File: config.mk
export PLATFORM = sky130hd
export DESIGN_NAME = plps_power_seq
export DESIGN_NICKNAME = d
export VERILOG_FILES = /design/src/plps_pkg.sv /design/src/plps_port_if.sv /design/src/plps_power_seq.sv /design/src/plps_port_seq.sv
export SDC_FILE = /design/constraint.sdc
export NUM_CORES = 1
export LEC_CHECK = 0
export BUFFER_PORTS_ARGS = -buffer_cell sky130_fd_sc_hd__clkbuf_2
export CAP_MARGIN = 15
export CORE_MARGIN = 2
export CORE_UTILIZATION = 35
export CTS_BUF_LIST = sky130_fd_sc_hd__clkbuf_2 sky130_fd_sc_hd__clkbuf_4 sky130_fd_sc_hd__clkbuf_8
export DETAILED_ROUTE_END_ITERATION = 6
export GPL_ROUTABILITY_DRIVEN = 0
export PLACE_DENSITY_LB_ADDON = 0.2
export SYNTH_ARGS = -nofsm -noshare
export SYNTH_HDL_FRONTEND = slang
export SYNTH_SLANG_ARGS = --single-unit
File: constraint.sdc
create_clock -name clk_sys -period 2.2 [get_ports clk_sys]
set_clock_uncertainty 0.15 [all_clocks]
set_input_delay 0.44 -clock clk_sys [delete_from_list [all_inputs] [get_ports clk_sys]]
set_output_delay 0.44 -clock clk_sys [all_outputs]
set_load 0.05 [all_outputs]
File: src/plps_pkg.sv
// constants and types for the per-port l2/l3 power sequencer
package plps_pkg;

  // ****************************************************************
  // geometry and addressing
  // ****************************************************************
  localparam int          NUM_DS        = 5;      // downstream ports 1..5
  localparam logic [2:0]  UP_PORT       = 3'h0;   // upstream port number
  localparam logic [11:0] L2L3_CTRL_OFF = 12'h09C;

  // ****************************************************************
  // field positions of the l2/l3 control register
  // ****************************************************************
  localparam int F_CMD_ENTER   = 0;   // write 1: send turn-off message
  localparam int F_CMD_PWR_OFF = 1;   // write 1: stop device power
  localparam int F_CMD_PWR_ON  = 2;   // write 1: restore power, hold reset
  localparam int F_CMD_RST_REL = 3;   // write 1: release device reset
  localparam int F_DONE        = 8;   // sticky l2/l3 reached, write 1 to clear
  localparam int F_PWR         = 9;
  localparam int F_RST         = 10;
  localparam int F_STATE_LO    = 12;  // three bits of sequencer state
  localparam int F_DSTATE_LO   = 16;  // two bits of function power state
  localparam int F_LINK_LO     = 18;  // three bits of link power state
  localparam int F_ASPM_L0S    = 21;
  localparam int F_ASPM_L1     = 22;
  localparam int F_LTR         = 23;
  localparam int F_OBFF        = 24;

  // ****************************************************************
  // reset values and encodings
  // ****************************************************************
  localparam logic [1:0] DSTATE_RESET = 2'h0;  // d0
  localparam logic [1:0] DSTATE_D3    = 2'h3;  // d3-hot, or d3-cold once unpowered
  localparam logic       CTRL_RESET   = 1'b0;
  localparam logic [2:0] LINK_L0      = 3'h0;
  localparam logic [2:0] LINK_L0S     = 3'h1;
  localparam logic [2:0] LINK_L1      = 3'h2;
  localparam logic [2:0] LINK_L2L3RDY = 3'h3;
  localparam logic [2:0] LINK_L3      = 3'h4;

  // board-side fundamental reset hold time, kept for reference only; neither the design nor the bench reads it
  localparam int PERST_HOLD_MS = 100;

  typedef enum logic [2:0] {
    ST_ACTIVE,
    ST_TURNOFF,
    ST_WAIT_ACK,
    ST_L2L3,
    ST_POWER_OFF,
    ST_RESET_HOLD
  } plps_seq_state_t;

endpackage : plps_pkg

File: src/plps_port_if.sv
// control and status carried between the register block and one port sequencer
`timescale 1ns/10ps
`default_nettype none
interface plps_port_if;
  logic                      enter;
  logic                      pwr_off;
  logic                      pwr_on;
  logic                      rst_release;
  logic                      done_clr;
  logic                      done;
  plps_pkg::plps_seq_state_t state;

  modport regs (output enter, output pwr_off, output pwr_on, output rst_release, output done_clr,
                input done, input state);
  modport seq  (input enter, input pwr_off, input pwr_on, input rst_release, input done_clr,
                output done, output state);
endinterface : plps_port_if
`default_nettype wire

File: src/plps_power_seq.sv
// top of the downstream port l2/l3 power sequencer with its config register
`timescale 1ns/10ps
`default_nettype none
module plps_power_seq (
  input  wire logic                        clk_sys,
  input  wire logic                        reset_n,
  input  wire logic                        perst_n,
  input  wire logic                        cfg_wr,
  input  wire logic                        cfg_rd,
  input  wire logic [2:0]                  cfg_port,
  input  wire logic [11:0]                 cfg_addr,
  input  wire logic [3:0]                  cfg_be,
  input  wire logic [31:0]                 cfg_wdata,
  output logic      [31:0]                 cfg_rdata,
  output logic                             cfg_rd_valid,
  input  wire logic [plps_pkg::NUM_DS-1:0]   pme_ack_rx,
  input  wire logic [3*plps_pkg::NUM_DS-1:0] link_state,
  output logic      [plps_pkg::NUM_DS-1:0]   pme_turnoff_tx,
  output logic      [plps_pkg::NUM_DS-1:0]   ds_power_en,
  output logic      [plps_pkg::NUM_DS-1:0]   ds_reset_n,
  output logic      [2*plps_pkg::NUM_DS-1:0] func_dstate,
  output logic      [plps_pkg::NUM_DS-1:0]   aspm_l0s_en,
  output logic      [plps_pkg::NUM_DS-1:0]   aspm_l1_en,
  output logic      [plps_pkg::NUM_DS-1:0]   ltr_en,
  output logic      [plps_pkg::NUM_DS-1:0]   obff_en,
  output logic                             core_reset_n
);

  localparam int N = plps_pkg::NUM_DS;

  // ****************************************************************
  // control word layout, one per downstream port
  // ****************************************************************
  // bit 0      enter: send the turn-off message, reads zero
  // bit 1      power off: cut device power once in l2/l3, reads zero
  // bit 2      power on: restore power, device reset stays held, reads zero
  // bit 3      reset release: let the device out of reset, reads zero
  // bit 8      l2/l3 reached, sticky, write one to clear
  // bit 9      device power on
  // bit 10     device reset held
  // bits 14:12 sequencer state
  // bits 17:16 function power state, reads d3 while unpowered
  // bits 20:18 link power state as the link reports it
  // bit 21     aspm l0s enable
  // bit 22     aspm l1 enable
  // bit 23     latency tolerance reporting enable
  // bit 24     buffer flush/fill signalling enable
  // a field only changes when its own byte lane is enabled;
  // all other bits read zero and ignore writes

  logic         sys_rst_n;
  logic [N-1:0] wr_hit;
  logic [N-1:0] rd_hit;
  logic [N-1:0] done_v;
  logic [2:0]   state_v [N];
  logic [1:0]   dstate [N];

  // ****************************************************************
  // helpers
  // ****************************************************************
  // true when the access targets the control word of downstream port idx
  function automatic logic plps_hit(input logic [2:0] port, input logic [11:0] addr, input int idx);
    plps_hit = (port != plps_pkg::UP_PORT)
            && (port == 3'(idx + 1))
            && (addr == plps_pkg::L2L3_CTRL_OFF);
  endfunction : plps_hit

  // a written one in a command field, gated by its byte lane
  function automatic logic plps_wbit(input logic [31:0] data, input logic [3:0] be, input int pos);
    plps_wbit = be[pos / 8] && data[pos];
  endfunction : plps_wbit

  // ****************************************************************
  // fundamental reset
  // ****************************************************************
  // the pin is taken as synchronous; either reset holds every function
  assign sys_rst_n = reset_n && perst_n;

  // registered copy for the rest of the chip; it leaves reset one edge after the pins
  always_ff @(posedge clk_sys) begin
    if (!sys_rst_n) begin
      core_reset_n <= 1'b0;
    end else begin
      core_reset_n <= 1'b1;
    end
  end

  // ****************************************************************
  // address decode
  // ****************************************************************
  // one-hot select of the addressed downstream port; the upstream port never hits
  always_comb begin
    for (int i = 0; i < N; i++) begin
      wr_hit[i] = cfg_wr && plps_hit(cfg_port, cfg_addr, i);
      rd_hit[i] = cfg_rd && plps_hit(cfg_port, cfg_addr, i);
    end
  end

  // ****************************************************************
  // software-owned fields
  // ****************************************************************
  // power state field: d0 to d3-hot; d3-cold follows from the port's power being cut
  always_ff @(posedge clk_sys) begin
    if (!sys_rst_n) begin
      for (int i = 0; i < N; i++) begin
        dstate[i] <= plps_pkg::DSTATE_RESET;
      end
    end else begin
      for (int i = 0; i < N; i++) begin
        if (wr_hit[i] && cfg_be[2]) begin
          dstate[i] <= cfg_wdata[plps_pkg::F_DSTATE_LO +: 2];
        end
      end
    end
  end

  // active state power management enables handed to the link layer
  always_ff @(posedge clk_sys) begin
    if (!sys_rst_n) begin
      aspm_l0s_en <= '0;
      aspm_l1_en  <= '0;
    end else begin
      for (int i = 0; i < N; i++) begin
        if (wr_hit[i] && cfg_be[2]) begin
          aspm_l0s_en[i] <= cfg_wdata[plps_pkg::F_ASPM_L0S];
          aspm_l1_en[i]  <= cfg_wdata[plps_pkg::F_ASPM_L1];
        end
      end
    end
  end

  // platform power hints for the message layer; they sit in two byte lanes
  always_ff @(posedge clk_sys) begin
    if (!sys_rst_n) begin
      ltr_en  <= '0;
      obff_en <= '0;
    end else begin
      for (int i = 0; i < N; i++) begin
        if (wr_hit[i] && cfg_be[2]) begin
          ltr_en[i] <= cfg_wdata[plps_pkg::F_LTR];
        end
        if (wr_hit[i] && cfg_be[3]) begin
          obff_en[i] <= cfg_wdata[plps_pkg::F_OBFF];
        end
      end
    end
  end

  // flatten the per-port power states onto the output bus
  always_comb begin
    for (int i = 0; i < N; i++) begin
      func_dstate[2*i +: 2] = dstate[i];
    end
  end

  // ****************************************************************
  // per-port sequencers
  // ****************************************************************
  // each port runs its own machine, so one port in l2/l3 leaves the others untouched
  // a full cycle runs active, turn-off sent, waiting for ack and l2/l3 ready,
  // l2/l3, power off, reset held after power returns, then active again;
  // a command written in the wrong step is dropped rather than queued
  for (genvar g = 0; g < N; g++) begin : g_port
    plps_port_if pif ();

    // command strobes, each a written one in its own bit and byte lane
    assign pif.enter       = wr_hit[g] && plps_wbit(cfg_wdata, cfg_be, plps_pkg::F_CMD_ENTER);
    assign pif.pwr_off     = wr_hit[g] && plps_wbit(cfg_wdata, cfg_be, plps_pkg::F_CMD_PWR_OFF);
    assign pif.pwr_on      = wr_hit[g] && plps_wbit(cfg_wdata, cfg_be, plps_pkg::F_CMD_PWR_ON);
    assign pif.rst_release = wr_hit[g] && plps_wbit(cfg_wdata, cfg_be, plps_pkg::F_CMD_RST_REL);
    assign pif.done_clr    = wr_hit[g] && plps_wbit(cfg_wdata, cfg_be, plps_pkg::F_DONE);

    // status back to the read path
    assign done_v[g]       = pif.done;
    assign state_v[g]      = pif.state;

    plps_port_seq u_seq (
      .clk_sys      (clk_sys),
      .reset_n      (sys_rst_n),
      .ctl          (pif.seq),
      .pme_ack      (pme_ack_rx[g]),
      .link_l2l3    (link_state[3*g +: 3] == plps_pkg::LINK_L2L3RDY),
      .turnoff_msg  (pme_turnoff_tx[g]),
      .dev_power_en (ds_power_en[g]),
      .dev_reset_n  (ds_reset_n[g])
    );
  end

  // ****************************************************************
  // read path
  // ****************************************************************
  // every read strobe is answered one cycle later, even where nothing is mapped
  always_ff @(posedge clk_sys) begin
    if (!sys_rst_n) begin
      cfg_rd_valid <= 1'b0;
    end else begin
      cfg_rd_valid <= cfg_rd;
    end
  end

  // read data registered; the upstream port and unmapped offsets read zero
  always_ff @(posedge clk_sys) begin
    if (!sys_rst_n) begin
      cfg_rdata <= 32'h0000_0000;
    end else begin
      cfg_rdata <= 32'h0000_0000;
      for (int i = 0; i < N; i++) begin
        if (rd_hit[i]) begin
          cfg_rdata[plps_pkg::F_DONE]             <= done_v[i];
          cfg_rdata[plps_pkg::F_PWR]              <= ds_power_en[i];
          cfg_rdata[plps_pkg::F_RST]              <= !ds_reset_n[i];
          cfg_rdata[plps_pkg::F_STATE_LO +: 3]    <= state_v[i];
          cfg_rdata[plps_pkg::F_DSTATE_LO +: 2]   <= ds_power_en[i] ? dstate[i] : plps_pkg::DSTATE_D3;
          cfg_rdata[plps_pkg::F_LINK_LO +: 3]     <= link_state[3*i +: 3];
          cfg_rdata[plps_pkg::F_ASPM_L0S]         <= aspm_l0s_en[i];
          cfg_rdata[plps_pkg::F_ASPM_L1]          <= aspm_l1_en[i];
          cfg_rdata[plps_pkg::F_LTR]              <= ltr_en[i];
          cfg_rdata[plps_pkg::F_OBFF]             <= obff_en[i];
        end
      end
    end
  end

endmodule : plps_power_seq
`default_nettype wire

File: src/plps_port_seq.sv
// per-port l2/l3 entry and recovery sequencer
`timescale 1ns/10ps
`default_nettype none
module plps_port_seq (
  input  wire logic  clk_sys,
  input  wire logic  reset_n,
  plps_port_if.seq   ctl,
  input  wire logic  pme_ack,
  input  wire logic  link_l2l3,
  output logic       turnoff_msg,
  output logic       dev_power_en,
  output logic       dev_reset_n
);

  plps_pkg::plps_seq_state_t state;
  plps_pkg::plps_seq_state_t next_state;
  logic                      ack_seen;

  assign ctl.state = state;

  // ****************************************************************
  // state transitions
  // ****************************************************************
  // commands outside their own state are ignored, so a stray write never skips a step
  always_comb begin
    next_state = state;
    case (state)
      plps_pkg::ST_ACTIVE:     if (ctl.enter) next_state = plps_pkg::ST_TURNOFF;
      plps_pkg::ST_TURNOFF:    next_state = plps_pkg::ST_WAIT_ACK;
      plps_pkg::ST_WAIT_ACK:   if ((ack_seen || pme_ack) && link_l2l3) next_state = plps_pkg::ST_L2L3;
      plps_pkg::ST_L2L3:       if (ctl.pwr_off) next_state = plps_pkg::ST_POWER_OFF;
      plps_pkg::ST_POWER_OFF:  if (ctl.pwr_on) next_state = plps_pkg::ST_RESET_HOLD;
      plps_pkg::ST_RESET_HOLD: if (ctl.rst_release) next_state = plps_pkg::ST_ACTIVE;
      default:                 next_state = plps_pkg::ST_ACTIVE;
    endcase
  end

  always_ff @(posedge clk_sys) begin
    if (!reset_n) begin
      state <= plps_pkg::ST_ACTIVE;
    end else begin
      state <= next_state;
    end
  end

  // ****************************************************************
  // acknowledge capture
  // ****************************************************************
  // the ack may arrive before the link settles, so it is remembered until then
  always_ff @(posedge clk_sys) begin
    if (!reset_n) begin
      ack_seen <= 1'b0;
    end else if (state == plps_pkg::ST_TURNOFF) begin
      ack_seen <= 1'b0;
    end else if (state == plps_pkg::ST_WAIT_ACK && pme_ack) begin
      ack_seen <= 1'b1;
    end
  end

  // sticky progress flag; a new arrival beats a clear in the same cycle
  always_ff @(posedge clk_sys) begin
    if (!reset_n) begin
      ctl.done <= 1'b0;
    end else if (state == plps_pkg::ST_WAIT_ACK && next_state == plps_pkg::ST_L2L3) begin
      ctl.done <= 1'b1;
    end else if (ctl.done_clr) begin
      ctl.done <= 1'b0;
    end
  end

  // ****************************************************************
  // port outputs
  // ****************************************************************
  // one-cycle message request aimed at this port only
  always_ff @(posedge clk_sys) begin
    if (!reset_n) begin
      turnoff_msg <= 1'b0;
    end else begin
      turnoff_msg <= (state == plps_pkg::ST_ACTIVE) && ctl.enter;
    end
  end

  // power and reset follow the next state so they change with it
  always_ff @(posedge clk_sys) begin
    if (!reset_n) begin
      dev_power_en <= 1'b1;
      dev_reset_n  <= 1'b1;
    end else begin
      dev_power_en <= (next_state != plps_pkg::ST_POWER_OFF);
      dev_reset_n  <= (next_state != plps_pkg::ST_RESET_HOLD)
                   && (next_state != plps_pkg::ST_POWER_OFF);
    end
  end

endmodule : plps_port_seq
`default_nettype wire

# ---- After elaboration in Yosys (flattened, before gate mapping)
# Memory sizes are Yosys's and may differ from the RTL's.
# Index checks and enable logic that the tools add are counted.
# Widths: inputs -> output; s select.
dict set report classes {
  eq_ne 51
  n_mux 82
  bitwise_logic 6
  n_reduce_logical 112
}
# op count
set ops {}
lappend ops {{$mux 3} 35}
lappend ops {{$pmux 3 s6} 5}
lappend ops {{$logic_and 1x1->1} 86}
lappend ops {{$eq 3x2->1 const B} 22}
lappend ops {{$mux 9} 5}
lappend ops {{$eq 3x3->1 const B} 12}
lappend ops {{$ne 3x3->1 const B} 10}
lappend ops {{$mux 1} 27}
lappend ops {{$mux 2} 10}
lappend ops {{$eq 3x1->1 const B} 6}
lappend ops {{$logic_not 3->1} 5}
lappend ops {{$eq 12x8->1 const B} 1}
lappend ops {{$reduce_bool 2->1} 5}
lappend ops {{$reduce_or 2->1} 5}
lappend ops {{$logic_not 1->1} 5}
lappend ops {{$logic_or 1x1->1} 5}
lappend ops {{$or 1x1->1} 5}
lappend ops {{$reduce_bool 3->1} 1}
lappend ops {{$not 1->1} 1}
dict set report totals {
  reg_bits 94
  ramBits 10
  input_bits 76
  out_inout_bits 79
  wordCells 306
  n_memories 1
}
# name words width rd rd_clocked_by_memory_dff wr line
set memory_table {}
lappend memory_table {dstate 5 2 5 0 5 plps_power_seq.sv:56} ;# logic [1:0] dstate [N];

# ---- Logic depth before layout (Yosys ltp)
# Gate-level depths: netlist of the first run.
dict set report logic_depth {
  depth_word 10
  mapped_depth 7
}

# ---- Modules after synthesis
# Synthesis of the first run repeated with hierarchy kept, for this count alone.
dict set report hier_totals {
  cells_unflattened 479
  area_unflattened_um2 4521.8
}
# module n_inst cells_per_inst area_per_inst_um2 seq_area_each_um2
set modules_own_cells {}
lappend modules_own_cells {plps_power_seq 1 299 2632.5 1041.0}
lappend modules_own_cells {plps_port_seq 5 36 377.9 160.2}

# ---- Worst setup path after synthesis of the first run
# No wires, ideal clock.
dict set report synth_path {
  kind {input to register}
  from {input cfg_addr[9]}
  to {memory dstate[0][0] (enable)}
  setup_time_ps 297
  arrival_time_ps 1755
  setup_slack_ps -2
  path_stages 5
  n_path_buf 1
  path_cell_list {or4b_4 -> nor4_4 -> buf_4 -> nand2_1 -> nand2_1}
}
# item line
set synth_rtl {}
lappend synth_rtl {{from (decl)} plps_power_seq.sv:11} ;# input wire logic [11:0] cfg_addr,
lappend synth_rtl {{to (decl)} plps_power_seq.sv:56}

# ---- Worst setup path after layout of the first run
dict set report layout_path {
  from {input cfg_addr[5]}
  to {register g_port[1].u_seq.state[0]}
}
dict set report layout_between {
  elab_chain_cells 6
  elab_cells_between_ends 12
  classes_between {eq/ne: 1; mux: 5; reduce/logical: 6}
}
# item line
set layout_rtl {}
lappend layout_rtl {{$eq 12x8->1 (*)} plps_power_seq.sv:65} ;# && (addr == plps_pkg::L2L3_CTRL_OFF);
lappend layout_rtl {{$logic_and 1x1->1 (*)} plps_power_seq.sv:65}
lappend layout_rtl {{$logic_and 1x1->1 (*)} plps_power_seq.sv:94} ;# wr_hit[i] = cfg_wr && plps_hit(cfg_port, cfg_addr, i);
lappend layout_rtl {{$logic_and 1x1->1, on equally long branches} --}
lappend layout_rtl {{$mux 3, on equally long branches} --}
lappend layout_rtl {{$pmux 3 s6 (*)} plps_port_seq.sv:27} ;# case (state)
lappend layout_rtl {{to (signal assigned)} plps_port_seq.sv:40} ;# state <= plps_pkg::ST_ACTIVE;
lappend layout_rtl {{to (signal assigned)} plps_port_seq.sv:42} ;# state <= next_state;
lappend layout_rtl {{to (decl)} plps_port_seq.sv:15} ;# plps_pkg::plps_seq_state_t state;
# Every way passes the cells marked *; elsewhere a longest branch is shown, timed or not.
# A chain may end at the register's enable or synchronous reset.

==> results.md, run 1 <==
* Pwr Total at 3.05 mW
* Post-synthesis cell area at 4490 um^2
* Mean Syn Cell Area at 8.57 um^2
* Total CTS buffers at 9
* Largest net degree at the start of global routing at 58
* Post-layout min period at 2.12 ns
* Max Cap Violations at 0
* FILL cells at 1248
* Number of routed nets with antenna violations at 0
* Hold Violations, Final at 0
* Initial antenna violation count at 0
* Ratio of cells with drive above 1 in the final layout at 33.5%
* Clock sink count at 87
* Post-synth top area cell: dfxtp_1
* Met3 Use GR at 4.12%
* Synth Flop Type: dfxtp_1
* Max IR drop VDD at 0.262 mV
* Status: finished, final reports clean
* CORE AREA at 12600 um^2
* Arrival time worst endpoint at 2.28 ns
* DRT Wirelength at 14700 um
* Crit path required time at 2.36 ns
* Die Height at 117 um
* Area Growth Syn to Fin at 29.0%
* Cts hold-fix bufs at 0
* Worst Max-Slew Pin Slew at 0.650 ns
* CTS max path bufs at 2
* Most frequent cells in the layout: clkbuf_2, dfxtp_1, buf_4
* DP Wirelength at 11400 um
* Combinational share of power at 11.7%
* CP Max Fanout at 5
* Clock Latency Late Sink at 0.37 ns
* EDFF count, synth at 10
* GRT Overall Usage at 21.8%
* First-pass GRT wire length at 22500 um
* Clock Power Share at 35.3%
* Root Buffer: clkbuf_8
* Net Sw Frac at 27.6%
* Worst Setup End Kind: flip-flop
* CP startpoint kind: input pin
* Vias per inst at 5.29
* Gate Count Post-Synth at 524
* DR pass1 iterations at 5
* Switching pwr at 0.844 mW
* Internal power at 2.21 mW
* Overflow left after global routing at 0
* Hold WS at 0.216 ns
* Final #Nets at 760
* Number of distinct library cells after synthesis at 56
* Clock transition at the registers of the reported paths at 0.09 ns
* Die X at 117 um
* Static leakage at 2.33 nW
* Seq pwr share at 53.0%
* Die area at 13800 um^2
* Tcrit/Tclk final at 96.5%
* GRT busiest layer: met2
* Kind of critical path: in2reg
* Synth area leaders: dfxtp_1, edfxtp_1, buf_4
* #FFs+latches synth at 87
* Initial Util at 35.7%
* Routing usage on met2 at 35.8%
* Unrepaired setup endpoints after global routing: yes
* Slew Viols, Final at 0
* Relative slew slack at 56.7%
* DR vias at 4556
* Top-level I/O count at 155
* Share of flip-flops with an asynchronous set or reset at 0%
* Global-route track usage on met1 at 27.7%
* Antenna Cells at 0
* DRC Markers at 0
* Total negative slack at 0 ns
* Row count at 41
* Port bufs at 116
* Seq/Total Area, Yosys at 41.0%
* Count of final setup violators at 0
* Most common cell after layout, fill and taps aside: clkbuf_2
* Top cell type's share of synthesized area at 34.3%
* DRT iter0 DRCs at 266
* WL per Instance at 17.1 um
* Highest Clock Rate at 471 MHz
* CTS tree: done
* Synth warnings at 0
* Number of global-route vias before repair at 4382
* HP Class: in2reg
* H-tree depth at 3
* Power per cell area at 527 nW/um^2
-- critical path: stages --
cell	delay (ns)
clkbuf_2	0.09
buf_4	0.13
nor4b_4	0.29
buf_4	0.17
nand4_1	0.14
buf_4	0.20
buf_4	0.13
o41ai_1	0.41
a31oi_1	0.11
a21oi_1	0.16
-- final cells by class --
| cell class | count | area [um^2] | area share, % |
|---|---|---|---|
| multi-input combinational | 364 | 2230 | 38.5 |
| sequential | 87 | 1840 | 31.8 |
| timing repair buffer | 194 | 1220 | 21.0 |
| tap | 172 | 215 | 3.71 |
| clock buffer | 13 | 166 | 2.87 |
| inverter | 28 | 105 | 1.81 |
| clock inverter | 3 | 16.3 | 0.281 |
-- power groups by stage --
stage | sequential [mW] | combinational, mW | clock, mW
after floorplan | 1.70 | 0.183 | 0
after global placement | 1.66 | 0.349 | 0
after detailed placement | 1.66 | 0.353 | 0
after CTS | 1.62 | 0.354 | 1.11
after global routing | 1.62 | 0.378 | 1.16
final | 1.62 | 0.357 | 1.08
-- per-layer routing --
metal,share of wire (%),vias to the layer above
li1,-,2184
met5,0,-
met3,7.0,24
met1,43,2143
met4,2.8,0
met2,47,205
-- worst paths after layout --
kind,depth (start not counted),end,startpoint,slack [ns]
max,10,g_port[1].u_seq.ctl.state[0],cfg_addr[5],0.08
min,3,cfg_rdata[19],link_state[10],0.22
max reg2reg,5,g_port[3].u_seq.dev_power_en,g_port[3].u_seq.ctl.state[2],0.43
min reg2reg,2,aspm_l0s_en[1],aspm_l0s_en[1],0.33
-- cell families after synthesis --
group	synth area share, %
multiplexers	2.31
AO/OA/AOI/OAI	20.0
flip-flops	41.0
other	0.0835
buffers and inverters	10.7
AND/OR/NAND/NOR	25.8
-- flip-flops by register name, summed over array words and instances (netlist names) --
register and flops:
aspm_l0s_en 5, aspm_l1_en 5, cfg_rd_valid 1, cfg_rdata 15, core_reset_n 1, dstate 10, g_port.u_seq.ack_seen 5, g_port.u_seq.ctl.done 5
g_port.u_seq.ctl.state 15, g_port.u_seq.dev_power_en 5, g_port.u_seq.dev_reset_n 5, g_port.u_seq.turnoff_msg 5, ltr_en 5, obff_en 5
-- timing repair --
action                     CTS  global route
setup endpoints to repair   10            10
buffers inserted             0             0
gates resized for setup      1             0
-- cells in the mapped netlist (3+ instances only) --
library cell	count
a211o_1	3
a211oi_1	9
a21o_1	4
a21oi_1	44
a22oi_1	11
a31oi_1	8
and2_1	5
and4_1	5
buf_2	4
buf_4	36
clkbuf_1	20
dfxtp_1	77
edfxtp_1	10
inv_1	26
mux2_2	3
mux2i_1	7
nand2_1	48
nand2b_1	6
nand3_1	23
nand4_1	8
nor2_1	32
nor2b_1	6
nor3_1	25
nor3b_1	4
nor4_1	9
nor4_4	3
nor4b_1	3
nor4bb_1	4
o211ai_1	9
o21ai_0	24
o22ai_1	9
o22ai_2	4
o41ai_1	4
or4bb_1	3
-- through the flow --
| step | std cells | util, % | cell area, um^2 | setup slack, ns |
|---|---|---|---|---|
| floorplan | 540 | - | 4550 | 0.000668 |
| global placement | 845 | 44.6 | 5610 | -0.393 |
| detailed placement | 845 | 44.6 | 5610 | -0.462 |
| CTS | 861 | 46.1 | 5790 | 0.0417 |
| global route | 861 | 46.1 | 5790 | -0.0173 |
| finish | 861 | 46.1 | 5790 | 0.0780 |
(Power assumes the default switching activity.)
==> run 2: changes to the inputs <==
ABC_AREA = 1   (was not set)
CORE_UTILIZATION = 42   (was 35)
==> run 2 against run 1 <==
Synthesized area down 4.9%. Sequential power about the same. Non-clock buffer count down 46. Core utilization up 6.8 points. Combinational power down 20%. Final area down 10%. Setup slack better by 0.24 ns. Synthesized cell count up 8.6%. Register-to-register slack better by 0.22 ns. Fmax up 13%. Highest routed layer unchanged.
==> results.md, run 2 <==
* DP Wirelength at 10000 um (was 11400 um)
* Hold Crit Depth at 2 (was 3)
* Unrepaired setup endpoints after global routing: no (was yes)
* CORE AREA at 9820 um^2 (was 12600 um^2)
* Hold Violations, Final at 0 (unchanged)
* FILL cells at 978 (was 1248)
* CTS tree: done (unchanged)
* Largest net degree at the start of global routing at 24 (was 58)
* CTS max path bufs at 2 (unchanged)
* Post-synth top area cell: dfxtp_1 (unchanged)
* Most common cell after layout, fill and taps aside: clkbuf_2 (unchanged)
* Port bufs at 116 (unchanged)
* Crit path required time at 2.30 ns (was 2.36 ns)
* Kind of critical path: in2reg (unchanged)
* HP Class: in2reg (unchanged)
* DR WL met2 at 5640 um (was 6960 um)
* DP Worst Slack at -0.0496 ns (was -0.462 ns)
* Antenna Cells at 0 (unchanged)
* Synth area leaders: dfxtp_1, nand2_1, edfxtp_1 (was dfxtp_1, edfxtp_1, buf_4)
* Status: finished, final reports clean (unchanged)
* Synth warnings at 0 (unchanged)
* Post-DP Area at 5000 um^2 (was 5610 um^2)
* Largest registers: cfg_rdata x15, g_port.u_seq.ctl.state x15, dstate x10 (unchanged)
* Count leader, synth: nand2_1 (was dfxtp_1)
* Number of routed nets with antenna violations at 0 (unchanged)
* DRT Wirelength at 12900 um (was 14700 um)
* Cells along the critical path: clkbuf_2, nor2_1, nand2_1, nor2_2, nand2_2, nor2_1, nand3_1, buf_4, o21bai_1, nand4_1, nand3b_1 (was clkbuf_2, buf_4, nor4b_4, buf_4, nand4_1, buf_4, buf_4, o41ai_1, a31oi_1, a21oi_1)
* Max IR drop VDD at 0.255 mV (was 0.262 mV)
* Top cells by count, synth: nand2_1, dfxtp_1, inv_1, nor2_1, o21ai_0 (was dfxtp_1, nand2_1, a21oi_1, buf_4, nor2_1)
* H-tree depth at 3 (unchanged)
* Count of final setup violators at 0 (unchanged)
* DR pass1 iterations at 6 (was 5)
* Most frequent CP cell: nor2_1 (was buf_4)
* #FFs+latches synth at 87 (unchanged)
* Overflow left after global routing at 0 (unchanged)
* Final WS setup at 0.323 ns (was 0.0780 ns)
* Tcrit/Tclk final at 85.3% (was 96.5%)
* CP bufs+invs at 2 (was 5)
* Register-to-register setup slack at 0.65 ns (was 0.43 ns)
* Mean Syn Cell Area at 7.51 um^2 (was 8.57 um^2)
* R2R depth at 6 (was 5)
* Total CTS buffers at 9 (unchanged)
* Row count at 36 (was 41)
* Hold path startpoint: cfg_be[3] (was link_state[10])
* Post-CTS Setup Bufs at 0 (unchanged)
* CP startpoint kind: input pin (unchanged)
* Clock sink count at 87 (unchanged)
* Highest Clock Rate at 533 MHz (was 471 MHz)
* Initial Util at 43.5% (was 35.7%)
* DRC Markers at 0 (unchanged)
* Post-synthesis cell area at 4270 um^2 (was 4490 um^2)
* Root Buffer: clkbuf_8 (unchanged)
* Top cell type's share of synthesized area at 36.1% (was 34.3%)
* Cts hold-fix bufs at 0 (unchanged)
* Area Growth Syn to Fin at 21.6% (was 29.0%)
* Static leakage at 2.41 nW (was 2.33 nW)
* Number of global-route vias before repair at 4112 (was 4382)
* Die area at 11000 um^2 (was 13800 um^2)
* First-pass GRT wire length at 20500 um (was 22500 um)
* Clock transition at the registers of the reported paths at 0.09 ns (about the same)
* Vias per inst at 5.21 (was 5.29)
* DR vias at 4347 (was 4556)
* GRT Overall Usage at 23.7% (was 21.8%)
* EDFF count, synth at 10 (unchanged)
* Post-layout min period at 1.88 ns (was 2.12 ns)
* Synth Flop Type: dfxtp_1 (unchanged)
* Slew Viols, Final at 0 (unchanged)
* Most frequent cells in the layout: clkbuf_2, nand2_1, inv_1, dfxtp_1, nor2_1 (was clkbuf_2, dfxtp_1, buf_4)
* Cell count along the critical path at 11 (was 10)
* Power per cell area at 578 nW/um^2 (was 527 nW/um^2)
* Top-level I/O count at 155 (unchanged)
* Initial antenna violation count at 0 (unchanged)
* Post_cts resized at 0 (was 1)
* CP Max Fanout at 4 (was 5)
* Ratio of cells with drive above 1 in the final layout at 27.1% (was 33.5%)
* Die X at 105 um (was 117 um)
* Worst r2r src: g_port[3].u_seq.ctl.state[1] (was g_port[3].u_seq.ctl.state[2])
* Wl on met1 at 5610 um (was 6300 um)
* Worst Setup End Kind: flip-flop (unchanged)
* Top Metal Used: met4 (unchanged)
* Worst reg2reg path endpoint: g_port[3].u_seq.dev_power_en (unchanged)
* Slowest CP cell: buf_4 (was o41ai_1)
* Share of flip-flops with an asynchronous set or reset at 0% (unchanged)
* Final instance area at 5190 um^2 (was 5790 um^2)
* Crit path largest cell delay at 0.21 ns (was 0.41 ns)
* Seq/Total Area, Yosys at 43.1% (was 41.0%)
* Number of distinct library cells after synthesis at 43 (was 56)
* Clock Latency Late Sink at 0.37 ns (about the same)
* Met3 wire length at 1220 um (was 1040 um)
* Final #Nets at 773 (was 760)
* Hold Path Sink: obff_en[2] (was cfg_rdata[19])
* WL per Instance at 15.4 um (was 17.1 um)
* Max Cap Violations at 0 (unchanged)
* Die Height at 105 um (was 117 um)
* Critical path's top delay family: simple AND/OR/NAND/NOR gates (was buffers and inverters)
* Arrival time worst endpoint at 1.97 ns (was 2.28 ns)
* Gate Count Post-Synth at 569 (was 524)
* DRT iter0 DRCs at 351 (was 266)
## run 2: layer usage
| metal | up-vias | track usage (%) |
|---|---|---|
| met5 | - | 0 |
| met4 | 0 | 10.6 |
| met3 | 44 | 5.18 |
| met2 | 237 | 35.6 |
| met1 | 1967 | 32.5 |
| li1 | 2099 | - |
## run 2: report_power, final
part,internal [mW],switching [mW],total (mW)
Combinational,0.0673,0.218,0.286
Sequential,1.61,0.00538,1.62
Clock,0.480,0.620,1.10
Total,2.16,0.843,3.00
## run 2: per-stage QoR
stage                     power [mW]  std cells  util, %  hold slack (ns)  setup TNS [ns]
after detailed placement        1.94        819     50.9            0.318          -0.121
after floorplan                 1.86        585        -            0.297               0
after global routing            3.11        835     52.9            0.229               0
after global placement          1.93        819     50.9            0.314               0
final                           3.00        835     52.9            0.211               0
after CTS                       3.02        835     52.9            0.198               0
## run 2: worst max-delay path by stage
stage                startpoint                           end  slack (ns)
floorplan           cfg_addr[1]                  dstate[0][0]        0.26
global placement    cfg_addr[1]  g_port[4].u_seq.dev_power_en       0.001
detailed placement  cfg_addr[1]  g_port[4].u_seq.dev_power_en       -0.05
CTS                 cfg_addr[1]  g_port[4].u_seq.dev_power_en        0.33
global route        cfg_addr[7]                 cfg_rdata[20]        0.10
finish              cfg_addr[1]  g_port[4].u_seq.dev_power_en        0.32
## run 2: final cells by class
type	count	area, um^2	share of cell area (%)
multi-input combinational	364	1850	35.5
sequential	87	1840	35.5
timing repair buffer	148	821	15.8
inverter	87	328	6.31
tap	133	166	3.20
clock buffer	11	151	2.91
clock inverter	5	41.3	0.795
## run 2: worst register-to-register path, stage by stage (launching register included)
cell and delay, ns:
dfxtp_1 0.40, inv_1 0.09, nor3_1 0.28, nand3_1 0.13
nand3_1 0.10, nand2_1 0.08, or2_1 0.21
## run 2: logic make-up (layout without fill, tap and decap cells)
group           Yosys count  after routing  synth area share, %
compound gates          122            122                 16.7
other cells               1             17               0.0878
simple gates            225            225                 25.0
flops                    87             87                 43.1
buf+inv                 134            251                 15.1
==> run 3: changes to the inputs <==
CELL_PAD_IN_SITES_DETAIL_PLACEMENT = 1   (was not set)
CELL_PAD_IN_SITES_GLOBAL_PLACEMENT = 2   (was not set)
CORE_UTILIZATION = 25   (was 42)
==> run 3 against run 2 <==
Sequential share of layout area shrank 2.1 points. Clock power grew 25%. Power rose by 9.9%. Largest power group unchanged. Highest routed layer unchanged. Fmax is 3.2% lower. Cell count rose by 13%. Hold slack lost 0.0091 ns. Routed wire length grew 23%.
==> results.md, run 3 (synthesis gave the netlist of run 2 again) <==
* Status: finished, final reports clean (unchanged)
* HP Class: in2reg (unchanged)
* Switching pwr at 0.831 mW (was 0.843 mW)
* Initial antenna violation count at 0 (unchanged)
* H-tree depth at 3 (unchanged)
* Most common cell after layout, fill and taps aside: clkbuf_2 (unchanged)
* Combinational share of power at 9.1% (was 9.5%)
* Number of routed nets with antenna violations at 0 (unchanged)
* Row count at 47 (was 36)
* Max IR drop VDD at 0.227 mV (was 0.255 mV)
* First-pass GRT wire length at 24100 um (was 20500 um)
* Largest net degree at the start of global routing at 24 (unchanged)
* DRT Wirelength at 15800 um (was 12900 um)
* Final Util at 33.2% (was 52.9%)
* Net Sw Frac at 25.2% (was 28.1%)
* Count of final setup violators at 0 (unchanged)
* R2R depth at 6 (unchanged)
* Fin cells at 943 (was 835)
* Clock Power Share at 41.8% (was 36.6%)
* Root Buffer: clkbuf_8 (unchanged)
* Unrepaired setup endpoints after global routing: no (unchanged)
* CP bufs+invs at 4 (was 2)
* Total CTS buffers at 9 (unchanged)
* Slew Viols, Final at 0 (unchanged)
* Total negative slack at 0 ns (unchanged)
* Post-CTS Setup Bufs at 0 (unchanged)
* Static leakage at 2.54 nW (was 2.41 nW)
* DRT iter0 DRCs at 146 (was 351)
* WL per Instance at 16.8 um (was 15.4 um)
* DRC Markers at 0 (unchanged)
* Die X at 135 um (was 105 um)
* Hold Violations, Final at 0 (unchanged)
* DR vias at 4305 (was 4347)
* Crit path required time at 2.29 ns (was 2.30 ns)
* Largest registers: cfg_rdata x15, g_port.u_seq.ctl.state x15, dstate x10 (unchanged)
* Arrival time worst endpoint at 2.03 ns (was 1.97 ns)
* Cells after DPL at 927 (was 819)
* Top-level I/O count at 155 (unchanged)
* Die area at 18100 um^2 (was 11000 um^2)
* Number of global-route vias before repair at 4437 (was 4112)
* CTS tree: done (unchanged)
* Die Height at 135 um (was 105 um)
* Vias per inst at 4.57 (was 5.21)
* Cell count along the critical path at 14 (was 11)
* Clock sink count at 87 (unchanged)
* Ratio of cells with drive above 1 in the final layout at 29.3% (was 27.1%)
* CP Max Fanout at 5 (was 4)
* Cts hold-fix bufs at 0 (unchanged)
* Seq pwr share at 49.0% (was 53.9%)
* Antenna Cells at 0 (unchanged)
* Post_cts resized at 0 (unchanged)
* Cells along the critical path: clkbuf_2, nor2_1, nand2_1, nor2_2, nand2_2, nor2_2, nand3_1, buf_4, inv_1, nand3_1, nand3_1, nor2_1, nor2_1, buf_4 (was clkbuf_2, nor2_1, nand2_1, nor2_2, nand2_2, nor2_1, nand3_1, buf_4, o21bai_1, nand4_1, nand3b_1)
* Internal power at 2.47 mW (was 2.16 mW)
* Worst Setup End Kind: flip-flop (unchanged)
* Port bufs at 116 (unchanged)
* CP startpoint kind: input pin (unchanged)
* DR pass1 iterations at 4 (was 6)
* Final WS setup at 0.261 ns (was 0.323 ns)
* Slowest CP cell: buf_4 (unchanged)
* Hold WS at 0.202 ns (was 0.211 ns)
* Overflow left after global routing at 0 (unchanged)
* Hold Crit Depth at 3 (was 2)
* Post-layout min period at 1.94 ns (was 1.88 ns)
* Critical path's top delay family: simple AND/OR/NAND/NOR gates (unchanged)
* Register-to-register setup slack at 0.62 ns (was 0.65 ns)
* Hold path startpoint: pme_ack_rx[3] (was cfg_be[3])
* Initial Util at 25.7% (was 43.5%)
* Crit path launch: cfg_addr[1] (unchanged)
* DP Wirelength at 13000 um (was 10000 um)
* Clock Latency Late Sink at 0.38 ns (was 0.37 ns)
* Clock transition at the registers of the reported paths at 0.09 ns (about the same)
* GRT Overall Usage at 17.5% (was 23.7%)
* DP Worst Slack at -0.177 ns (was -0.0496 ns)
* Crit path largest cell delay at 0.18 ns (was 0.21 ns)
* Kind of critical path: in2reg (unchanged)
* Area Growth Syn to Fin at 29.5% (was 21.6%)
* Power per cell area at 597 nW/um^2 (was 578 nW/um^2)
* CTS max path bufs at 2 (unchanged)
* Tcrit/Tclk final at 88.2% (was 85.3%)
* Highest Clock Rate at 516 MHz (was 533 MHz)
* Final #Nets at 794 (was 773)
* Most frequent cells in the layout: clkbuf_2, nand2_1, inv_1, dfxtp_1, buf_4 (was clkbuf_2, nand2_1, inv_1, dfxtp_1, nor2_1)
* CORE AREA at 16600 um^2 (was 9820 um^2)
* Max Cap Violations at 0 (unchanged)
* Worst r2r src: g_port[3].u_seq.ctl.state[1] (unchanged)
[run 3: changes by cell type in the layout (fill, tap and decap cells not counted), moves of 2 or more]
cell | before | now
buf_4 | 32 | 52
bufinv_16 | 0 | 3
clkbuf_4 | 0 | 2
clkbuf_8 | 11 | 9
clkinvlp_4 | 2 | 0
[run 3: worst reg2reg max path, stage by stage (launching register included)]
cell	delay, ns
dfxtp_1	0.39
inv_1	0.09
nor3_1	0.29
nand3_1	0.14
nand3_1	0.11
nand2_1	0.09
or2_1	0.22
[run 3: through the flow]
| step | cell area, um^2 | power, mW |
|---|---|---|
| 2_1_floorplan | 4330 | 1.86 |
| 3_3_place_gp | 5280 | 1.95 |
| 3_5_place_dp | 5280 | 1.96 |
| 4_1_cts | 5530 | 3.35 |
| 5_1_grt | 5530 | 3.43 |
| 6_report | 5530 | 3.30 |
[run 3: final timing paths]
| path | end |
|---|---|
| min | g_port[3].u_seq.ack_seen |
| max reg2reg | g_port[3].u_seq.dev_power_en |
| max | dstate[0][1] |
| min reg2reg | g_port[3].u_seq.ctl.done |
[run 3: area by class of cell]
| class | instances | area [um^2] |
|---|---|---|
| clock buffers | 11 | 139 |
| clock inverters | 5 | 108 |
| fillers | 2122 | 11100 |
| inverters | 87 | 328 |
| multi-input cells | 364 | 1850 |
| flip-flops and latches | 87 | 1840 |
| well taps | 220 | 275 |
| repair buffers | 169 | 991 |
[run 3: per-layer routing]
layer / share of wire [%] / global-route usage, %
met3: 4.8 / 3.08
met4: 1.5 / 5.96
met5: 0 / 0
met2: 45 / 28.0
met1: 49 / 23.9
[run 3: power groups by stage]
stage	combinational, mW	sequential [mW]	clock (mW)
floorplan	0.162	1.69	0
detailed placement	0.300	1.66	0
CTS	0.302	1.62	1.43
global route	0.323	1.62	1.49
finish	0.301	1.62	1.38
global placement	0.296	1.66	0
